===== src/rtl/cgcr_params.svh =====
`ifndef CGCR_PARAMS_SVH
`define CGCR_PARAMS_SVH
// Register indices of the global block.
`define CGCR_IDX_SOFT_RESET 8'h02
`define CGCR_IDX_DEV_SEL 8'h07
`define CGCR_IDX_PART_ID 8'h20
`define CGCR_IDX_REVISION 8'h21
`define CGCR_IDX_FUNC_PWR 8'h22
`define CGCR_IDX_IDLE_PWR 8'h23
`define CGCR_IDX_GLOBAL_LAST 8'h2f
// Reset values.
`define CGCR_RST_DEV_SEL 8'h00
`define CGCR_RST_FUNC_PWR 8'h00
`define CGCR_RST_IDLE_PWR 8'h00
// Implemented bit masks.
`define CGCR_MASK_FUNC_PWR 8'h7d
`define CGCR_MASK_IDLE_PWR 8'h79
// Soft reset trigger bit position.
`define CGCR_BIT_SOFT_RESET 0
`endif


===== src/rtl/cgcr_pkg.sv =====
package cgcr_pkg;
    // One host access to the index or data port.
    typedef struct packed {
        logic index_wr;
        logic data_wr;
        logic data_rd;
        logic [7:0] wdata;
    } cgcr_host_req_t;
    // Per-function enables.
    typedef struct packed {
        logic serial3;
        logic serial2;
        logic serial1;
        logic parallel_port;
        logic game_port;
        logic floppy_controller;
    } cgcr_func_bits_t;
endpackage


===== src/rtl/cgcr_regs.sv =====
`timescale 1ns/100ps
// What this block does
// - Global registers occupy indices 0x00 to 0x2F, apart from per-device space.
// - All eight index bits are decoded so no index aliases another.
// - Unimplemented indices and bits ignore writes and read as zero.
// - The host writes the index port first and the block latches the selection.
// - Data port accesses are routed to the register that the index selects.
// - Index and data accesses are ignored outside configuration mode.
// - Writing one to bit 0 at index 0x02 loads every soft-reset value.
// - The soft reset trigger clears itself right after the write.
// - Index 0x07 selects the logical device and clears on every reset.
// - Activation acts only on the currently selected logical device.
// - Index 0x20 is a fixed read-only identification value.
// - Index 0x21 is a fixed read-only silicon revision value.
// - Index 0x22 holds per-function power enables, bits 1 and 7 reserved.
// - Index 0x23 holds smart idle power enables on bits 0, 3, 4, 5 and 6.
`include "cgcr_params.svh"
module cgcr_regs
    import cgcr_pkg::*;
#(
    parameter logic [7:0] PART_ID = 8'h3c, // Arbitrary value.
    parameter logic [7:0] REVISION = 8'h01 // Arbitrary value.
) (
    // Clock and reset.
    input wire logic sys_clk,
    input wire logic rst,
    // Configuration mode qualifier from the mode-entry logic.
    input wire logic config_mode,
    // Host port accesses.
    input wire cgcr_host_req_t host_req,
    // Read data answered one cycle after a data read.
    output logic [7:0] rdata_q,
    output logic rvalid_q,
    // Device selection and activation steering.
    input wire logic activate_wr,
    input wire logic activate_val,
    output logic [7:0] device_sel_q,
    output logic [255:0] device_active_q,
    // Register outputs to the function blocks.
    output cgcr_func_bits_t func_power_q,
    output cgcr_func_bits_t idle_power_q,
    output logic soft_reset_pulse_q
);

    // Number of logical devices that the 8-bit selector can address.
    localparam int N_DEVICES = 256;

    // Source bit in a stored power byte for each per-function output, floppy first.
    localparam int FUNC_SRC [6] = '{0, 2, 3, 4, 5, 6};

    // Implemented bits of the two power bytes; the others have no flop at all.
    localparam logic [7:0] FUNC_MASK = `CGCR_MASK_FUNC_PWR;
    localparam logic [7:0] IDLE_MASK = `CGCR_MASK_IDLE_PWR;

    // Reset values of the two power bytes.
    localparam logic [7:0] FUNC_RST = `CGCR_RST_FUNC_PWR;
    localparam logic [7:0] IDLE_RST = `CGCR_RST_IDLE_PWR;

    // Latched index.
    logic [7:0] index_q;

    // Stored power bytes, assembled from per-bit flops.
    wire logic [7:0] func_pwr_q;
    wire logic [7:0] idle_pwr_q;

    // Write strobes after the configuration mode gate.
    logic index_wr;
    logic data_wr;

    // Read strobe after the configuration mode gate.
    logic data_rd;

    // Activation strobe after the configuration mode gate.
    logic act_wr;

    // One-hot register selection decoded from the latched index.
    logic [5:0] reg_hit;

    // Soft reset request.
    logic soft_rst_hit;

    // Per-register write enables.
    logic dev_sel_we;
    logic func_pwr_we;
    logic idle_pwr_we;

    // Any reset that loads the soft-reset values.
    logic soft_or_hard;

    // Activation flops collected from their generate loop.
    wire logic [N_DEVICES-1:0] active_bits;

    // Per-function output flops collected from their generate loop.
    wire logic [5:0] func_bits;
    wire logic [5:0] idle_bits;

    // True for an index inside the global register space.
    function automatic logic in_global_space(input logic [7:0] idx);
        return idx <= `CGCR_IDX_GLOBAL_LAST;
    endfunction

    // True when a logical device number matches the current selection.
    function automatic logic is_selected(input logic [7:0] sel, input int dev);
        return sel == 8'(dev);
    endfunction

    // Decodes all eight index bits into a one-hot register selection.
    function automatic logic [5:0] decode_index(input logic [7:0] idx);
        logic [5:0] hit;
        hit = 6'h00;
        if (!in_global_space(idx)) begin
            hit = 6'h00;
        end else if (idx == `CGCR_IDX_SOFT_RESET) begin
            hit = 6'h01;
        end else if (idx == `CGCR_IDX_DEV_SEL) begin
            hit = 6'h02;
        end else if (idx == `CGCR_IDX_PART_ID) begin
            hit = 6'h04;
        end else if (idx == `CGCR_IDX_REVISION) begin
            hit = 6'h08;
        end else if (idx == `CGCR_IDX_FUNC_PWR) begin
            hit = 6'h10;
        end else if (idx == `CGCR_IDX_IDLE_PWR) begin
            hit = 6'h20;
        end else begin
            hit = 6'h00;
        end
        return hit;
    endfunction

    // Keeps only the implemented bits of a stored byte.
    function automatic logic [7:0] keep_bits(input logic [7:0] data, input logic [7:0] mask);
        return data & mask;
    endfunction

    // Builds the read value from the one-hot selection; no selection reads zero.
    function automatic logic [7:0] read_mux(input logic [5:0] hit, input logic [7:0] sel,
                                            input logic [7:0] fp, input logic [7:0] ip);
        logic [7:0] v;
        v = 8'h00;
        if (hit[0]) begin
            v = 8'h00;
        end else if (hit[1]) begin
            v = sel;
        end else if (hit[2]) begin
            v = PART_ID;
        end else if (hit[3]) begin
            v = REVISION;
        end else if (hit[4]) begin
            v = keep_bits(fp, FUNC_MASK);
        end else if (hit[5]) begin
            v = keep_bits(ip, IDLE_MASK);
        end else begin
            v = 8'h00;
        end
        return v;
    endfunction

    // Port strobes qualified by configuration mode.
    assign index_wr = host_req.index_wr & config_mode;
    assign data_wr = host_req.data_wr & config_mode;
    assign data_rd = host_req.data_rd & config_mode;

    // Activation is ignored outside configuration mode as well.
    assign act_wr = activate_wr & config_mode;

    // Register selection from the latched index.
    assign reg_hit = decode_index(index_q);

    // Soft reset request; the trigger bit itself is never stored.
    assign soft_rst_hit = data_wr && reg_hit[0]
                          && host_req.wdata[`CGCR_BIT_SOFT_RESET];

    // Write enables, one per writable register.
    assign dev_sel_we = data_wr && reg_hit[1];
    assign func_pwr_we = data_wr && reg_hit[4];
    assign idle_pwr_we = data_wr && reg_hit[5];

    // A same-cycle write loses against the soft reset.
    assign soft_or_hard = rst || soft_rst_hit;

    // Index latch; only a hard reset clears it.
    always_ff @(posedge sys_clk) begin
        if (rst) begin
            index_q <= 8'h00;
        end else if (index_wr) begin
            index_q <= host_req.wdata;
        end
    end

    // Self-clearing soft reset pulse; it lasts exactly one cycle.
    always_ff @(posedge sys_clk) begin
        if (rst) begin
            soft_reset_pulse_q <= 1'b0;
        end else begin
            soft_reset_pulse_q <= soft_rst_hit;
        end
    end

    // Logical device selector, cleared by every reset.
    always_ff @(posedge sys_clk) begin
        if (soft_or_hard) begin
            device_sel_q <= `CGCR_RST_DEV_SEL;
        end else if (dev_sel_we) begin
            device_sel_q <= host_req.wdata;
        end
    end

    // Activation bits, one flop per logical device; only the selected one moves.
    for (genvar g = 0; g < N_DEVICES; g++) begin : g_active
        logic bit_q;
        always_ff @(posedge sys_clk) begin
            if (soft_or_hard) begin
                bit_q <= 1'b0;
            end else if (act_wr && is_selected(device_sel_q, g)) begin
                bit_q <= activate_val;
            end
        end
        assign active_bits[g] = bit_q;
    end

    // Activation vector, straight from the per-device flops.
    assign device_active_q = active_bits;

    // Function power enables, cleared by every reset; reserved bits hold no flop.
    for (genvar b = 0; b < 8; b++) begin : g_func_pwr
        if (FUNC_MASK[b]) begin : g_impl
            logic bit_q;
            always_ff @(posedge sys_clk) begin
                if (soft_or_hard) begin
                    bit_q <= FUNC_RST[b];
                end else if (func_pwr_we) begin
                    bit_q <= host_req.wdata[b];
                end
            end
            assign func_pwr_q[b] = bit_q;
        end else begin : g_resv
            assign func_pwr_q[b] = 1'b0;
        end
    end

    // Smart idle enables, kept across soft reset; reserved bits hold no flop.
    for (genvar b = 0; b < 8; b++) begin : g_idle_pwr
        if (IDLE_MASK[b]) begin : g_impl
            logic bit_q;
            always_ff @(posedge sys_clk) begin
                if (rst) begin
                    bit_q <= IDLE_RST[b];
                end else if (idle_pwr_we) begin
                    bit_q <= host_req.wdata[b];
                end
            end
            assign idle_pwr_q[b] = bit_q;
        end else begin : g_resv
            assign idle_pwr_q[b] = 1'b0;
        end
    end

    // Per-function output flops, one cycle behind the stored bytes.
    for (genvar g = 0; g < 6; g++) begin : g_func_out
        logic func_q;
        logic idle_q;
        always_ff @(posedge sys_clk) begin
            if (rst) begin
                func_q <= 1'b0;
                idle_q <= 1'b0;
            end else begin
                func_q <= func_pwr_q[FUNC_SRC[g]];
                idle_q <= idle_pwr_q[FUNC_SRC[g]];
            end
        end
        assign func_bits[g] = func_q;
        assign idle_bits[g] = idle_q;
    end

    // Per-function outputs in the carrier layout.
    assign func_power_q = func_bits;
    assign idle_power_q = idle_bits;

    // Read strobe answer, one cycle long.
    always_ff @(posedge sys_clk) begin
        if (rst) begin
            rvalid_q <= 1'b0;
        end else begin
            rvalid_q <= data_rd;
        end
    end

    // Read data, held until the next read.
    always_ff @(posedge sys_clk) begin
        if (rst) begin
            rdata_q <= 8'h00;
        end else if (data_rd) begin
            rdata_q <= read_mux(reg_hit, device_sel_q, func_pwr_q, idle_pwr_q);
        end
    end

endmodule


===== config.mk =====
export PLATFORM = sky130hd
export DESIGN_NAME = cgcr_regs
export DESIGN_NICKNAME = d
export VERILOG_FILES = /design/src/rtl/cgcr_pkg.sv /design/src/rtl/cgcr_regs.sv
export VERILOG_INCLUDE_DIRS = /design/src /design/src/rtl
export SDC_FILE = /design/constraint.sdc
export NUM_CORES = 1
export LEC_CHECK = 0
export BUFFER_PORTS_ARGS = -buffer_cell sky130_fd_sc_hd__buf_4
export CAP_MARGIN = 20
export CELL_PAD_IN_SITES_DETAIL_PLACEMENT = 0
export CELL_PAD_IN_SITES_GLOBAL_PLACEMENT = 2
export CORE_ASPECT_RATIO = 1.25
export CORE_UTILIZATION = 34
export DETAILED_ROUTE_END_ITERATION = 8
export PLACE_DENSITY = 0.95
export REMOVE_ABC_BUFFERS = 1
export SYNTH_ARGS = -nofsm -noshare
export SYNTH_HDL_FRONTEND = slang
export SYNTH_SLANG_ARGS = --single-unit

===== constraint.sdc =====
create_clock -name sys_clk -period 6.1 [get_ports sys_clk]
set_clock_uncertainty 0.15 [all_clocks]
set_input_delay 0.61 -clock sys_clk [delete_from_list [all_inputs] [get_ports sys_clk]]
set_output_delay 0.61 -clock sys_clk [all_outputs]
set_load 0.005 [all_outputs]

Yosys cells after proc, flatten, opt, wreduce, memory -nomap -nowiden --
Cells that the tools add are included.
Word-level totals: bits of input ports 16, logic and storage cells 825, output and inout port bits 286, register bits after elaboration 304
Operators by class: multiplexer cells 13, $lt $le $gt $ge 1, bitwise gates (word level) 4, reductions and logical operators 263, equal/unequal tests 261
Operators by type and width (number):
- 8-bit == test, second input constant | 128
- 8-bit by 7-bit == test with 1-bit output, second input constant | 64
- 8-bit by 6-bit == test with 1-bit output, second input constant | 36
- 1-bit logical AND | 261
- 8-bit by 5-bit == test with 1-bit output, second input constant | 16
- 8-bit by 4-bit == test with 1-bit output, second input constant | 8
- 6-bit two-way mux | 7
- 8-bit by 3-bit == test with 1-bit output, second input constant | 5
- 7-bit two-way mux | 4
- 8-bit by 2-bit == test with 1-bit output, second input constant | 3
- 8-bit two-way mux | 2
- 8-bit by 1-bit == test with 1-bit output, second input constant | 1
- 8-bit by 6-bit <= comparator with 1-bit output, second input constant | 1
- 8-bit zero test | 1
- 1-bit AND | 4
- 1-bit logical OR | 1

Depth between registers and ports, before layout --
depth after elaboration 14, mapped depth 8, mapped depth without buffers 4

Worst setup path after synthesis --
No wires, ideal clock.
path kind input-to-reg, from in config_mode, to reg g_active[0].bit_q, data required time 5.880 ns, stages 6, path buffers 2, slack 3.883 ns, data arrival time 1.997 ns, setup time 0.070 ns, path through clkbuf_1 nand4bb_1 nor3_1 clkbuf_1 nand3_1 a21oi_1
On the way: word-level cells in the longest chain between the ends 4, elaborated cells between the ends (all ways) 6, those cells by class 2 x bitwise; 4 x reduce/logical
RTL lines:
- from (decl) | RTL line cgcr_regs.sv:28 | input wire logic config_mode,
- 1-bit AND | RTL line cgcr_regs.sv:161 | assign data_wr = host_req.data_wr & config_mode;
- 1-bit logical AND (2 in series) | RTL line cgcr_regs.sv:171 | assign soft_rst_hit = data_wr && reg_hit[0]
- 1-bit logical OR | RTL line cgcr_regs.sv:180 | assign soft_or_hard = rst || soft_rst_hit;
- to (signal assigned) | RTL line cgcr_regs.sv:216 | bit_q <= activate_val;
- to (decl) | RTL line cgcr_regs.sv:211 | logic bit_q;
Parallel ways exist; a longest one is shown, timed or not. A chain may end at the register's enable or synchronous reset.

Final worst setup path --
from reg index_q[0], to reg g_active[64].bit_q
On the way: word-level cells in the longest chain between the ends 10, elaborated cells between the ends (all ways) 15, those cells by class 1 x order compare; 5 x eq/ne; 6 x mux; 3 x reduce/logical
RTL lines:
- from (decl) | RTL line cgcr_regs.sv:60 | logic [7:0] index_q;
- from (signal assigned) | RTL line cgcr_regs.sv:187 | index_q <= host_req.wdata;
- 8-bit by 6-bit == test with 1-bit output (no source line)
- 6-bit two-way mux | RTL line cgcr_regs.sv:121 | end else if (idx == `CGCR_IDX_FUNC_PWR) begin
- 6-bit two-way mux | RTL line cgcr_regs.sv:119 | end else if (idx == `CGCR_IDX_REVISION) begin
- 6-bit two-way mux | RTL line cgcr_regs.sv:117 | end else if (idx == `CGCR_IDX_PART_ID) begin
- 6-bit two-way mux | RTL line cgcr_regs.sv:115 | end else if (idx == `CGCR_IDX_DEV_SEL) begin
- 6-bit two-way mux | RTL line cgcr_regs.sv:113 | end else if (idx == `CGCR_IDX_SOFT_RESET) begin
- 6-bit two-way mux * | RTL line cgcr_regs.sv:111 | if (!in_global_space(idx)) begin
- 1-bit logical AND * (2 in series) | RTL line cgcr_regs.sv:171
- 1-bit logical OR * | RTL line cgcr_regs.sv:180
- to (signal assigned) | RTL line cgcr_regs.sv:216
- to (decl) | RTL line cgcr_regs.sv:211
Every way passes the cells marked *; elsewhere a longest branch is shown, timed or not.

==> qor.csv <==
stage;metric;value;unit
die;coreArea;0.0403;mm²
drt;drt-met1-wl;19400;µm
grt;antenna_found_initial;1;
drt;wl;49000;µm
min_path;hold_path_class;input port to flip-flop;
drt;wl_met3;4120;µm
setup_path;reg2reg_from;index_q[0]$_SDFFE_PP0P_;
sta;slew_headroom;30.2;%
sta;rsz0062_at_grt;no;
final_layout;nFillCells;4104;
power_and_ir_drop;p_seq_share;46.5;%
final_layout;layout_commonest_cell;buf_4;
clock_tree;path_clk_slew;0.06;ns
grt;grtUsageTotal;22.6;%
clock_tree;cts_root_buf;clkbuf_16;
setup_path;cp_data_arrival_time;3.61;ns
sta;fmax;295;MHz
placed_design;placed_area;0.0145;mm²
final_layout;mostFrequentLayoutCells;buf_4, dfxtp_1, nand3_1;
die;ioPinCount;302;
synthesis;synth_top_area_share;43.5;%
final_layout;design_area;0.0157;mm²
clock_tree;cts_made_buffers;35;
power_and_ir_drop;power_frac_comb;2.6;%
clock_tree;cts_setup_buffers;0;
grt;grt_pass1_vias;11400;
drt;postRouteAntennaNets;0;
min_path;hp-start;host_req[7];
grt;gr-total-overflow;0;
clock_tree;clk_latency;0.52;ns
drt;highest_layer;met4;
die;fp.dieH;229;µm
clock_tree;cts_repair_resize_count;0;
synthesis;synth_seq_cells;304;
power_and_ir_drop;total_power;4.29;mW
drt;viasPerCell;5.39;
drt;drt_iter0_drc;1292;
grt;grt_max_degree;123;
sta;worstMarginPinSlew;1.04;ns
clock_tree;cts.sinks;304;
clock_tree;cts-htree-levels;2;
setup_path;path_class;flip-flop to flip-flop;
drt;remaining_drc_errors;0;
job;drv_cap;0;
drt;vias;12100;
die;die-area;0.0419;mm²
sta;period_needed;3.39;ns
synthesis;syn_avg_cell_area;8.14;µm²
power_and_ir_drop;power.density;273;mW/mm²
power_and_ir_drop;switchingPower;926;µW
power_and_ir_drop;p_int;3.36;mW
sta;finalCritPeriodShare;55.6;%
drt;dr.pass1.iters;6;
synthesis;syn_area;0.0140;mm²
synthesis;synthCells;1718;
clock_tree;cts_tree;yes;
setup_path;start_kind;flip-flop;
synthesis;async_flop_share;0;%
setup_path;worstPathMaxFanout;68;
power_and_ir_drop;swShare;21.6;%
placed_design;gp_congestion;0.919;
synthesis;synth_edf_count;0;
power_and_ir_drop;power.leakage;5.77;nW
sta;final_max_slew_viol_count;0;
final_layout;num-nets-final;1693;
synthesis;yosysSeqAreaShare;43.5;%
setup_path;cp-end-kind;flip-flop;
die;dieWidth;183;µm
clock_tree;hold_buffers;0;
setup_path;cp.required;6.31;ns
final_layout;area_delta_synth_final;12.4;%
sta;hold_viol;0;
final_layout;drive_gt1_share;23.8;%
drt;wire_per_inst;21.8;µm
drt;routed-wl-met2;23800;µm
final_layout;diodes;0;
die;start_util;34.7;%
power_and_ir_drop;p_clk_share;50.9;%
synthesis;synth_flop_cell;dfxtp_1;
sta;setup_viol;0;
die;rows;82;
synthesis;synth_top_area_cell;dfxtp_1;
synthesis;netlist_top_cells_area;dfxtp_1, buf_4, nand3_1;
power_and_ir_drop;vdd_ir_drop_max;0.168;mV
clock_tree;cts_max_path_buffers;3;
synthesis;ys_types;40;
placed_design;io_buffers;300;
placed_design;place_hpwl;31900;µm
synthesis;synth_warnings;0;
run_status;outcome;finished, final reports clean;
setup_path;crit_start;index_q[0]$_SDFFE_PP0P_;
grt;grt_pass1_wl;72000;µm
stage by stage:
stage          hold WS, ns  setup slack (ns)  TNS, ns  std cells  util (%)
2_1_floorplan        0.271            -0.427   -77.21       1308         -
3_3_place_gp         0.297              2.82        0       2185      36.0
3_5_place_dp         0.300              2.75        0       2186      36.0
4_1_cts              0.192              2.73        0       2246      39.0
5_1_grt              0.213              2.55        0       2246      39.0
6_report             0.214              2.71        0       2246      39.0
sequential cells by signal (all words and copies together), names as in the netlist:
| register | cells |
|---|---|
| g_idle_pwr.g_impl.bit_q | 5 |
| g_active.bit_q | 256 |
| g_func_pwr.g_impl.bit_q | 6 |
| soft_reset_pulse_q | 1 |
| rdata_q | 8 |
| device_sel_q | 8 |
| g_func_out.func_q | 6 |
| rvalid_q | 1 |
| index_q | 8 |
| g_func_out.idle_q | 5 |
Yosys cell counts, types with 2 or more instances:
cell type,number
nand2b_1,8
buf_2,12
inv_1,4
mux2i_1,19
o2111ai_1,2
nand3_1,279
or4_1,2
nand2_1,42
a2111oi_0,8
dfxtp_1,304
nor2b_1,15
nand4_1,3
clkbuf_1,106
a22oi_1,3
a21oi_1,266
buf_6,22
nor3_1,13
o21ai_0,257
nand3b_1,4
nand4b_1,4
buf_4,269
nor2_1,57
and4b_1,2
metal layers:
metal	vias to the layer above	global-route usage, %
met4	0	9.17
met5	-	0
met2	566	37.2
li1	5641	-
met3	90	5.10
met1	5815	28.4
logic make-up (layout without fill, tap and decap cells):
kind of cell | after synthesis | after routing | share of synthesized area (%)
other | 1 | 1 | 0.0268
AND/OR/NAND/NOR | 441 | 441 | 15.8
AO/OA/AOI/OAI | 539 | 539 | 19.7
buffers and inverters | 414 | 396 | 19.6
multiplexers | 19 | 19 | 1.36
flip-flops | 304 | 304 | 43.5
layout make-up:
| type | instances | area [µm²] | share of cell area [%] |
|---|---|---|---|
| Sequential cell | 304 | 6090 | 38.7 |
| Multi-Input combinational cell | 1000 | 5230 | 33.3 |
| Timing Repair Buffer | 332 | 2510 | 16.0 |
| Tap cell | 546 | 683 | 4.35 |
| Clock inverter | 8 | 146 | 0.931 |
| Inverter | 4 | 15.0 | 0.0955 |
| Clock buffer | 52 | 1040 | 6.63 |
power groups by stage:
stage               combinational, mW  clock [mW]  sequential [mW]
finish                          0.111        2.18             2.00
global route                    0.121        2.30             2.00
CTS                             0.110        2.23             2.00
detailed placement              0.109           0             2.04
global placement                0.109           0             2.04
floorplan                      0.0412           0             2.04
path summary, 6_finish.rpt:
kind	end	slack, ns	cells past startpoint
worst max-delay path	g_active[64].bit_q$_SDFFE_PP0P_	2.71	5
worst min-delay path	device_sel_q[7]$_SDFFE_PP0P_	0.21	3
worst max register to register	g_active[64].bit_q$_SDFFE_PP0P_	2.71	5
worst min register to register	rdata_q[7]$_SDFFE_PP0P_	0.31	2
worst max-delay path: stages, from the launching register on:
cell	delay, ns
dfxtp_1	0.43
or4b_4	0.63
or4_1	0.56
nand2b_4	0.62
buf_4	0.70
a21oi_1	0.10
No activity file was read; power rests on OpenSTA's default activity.
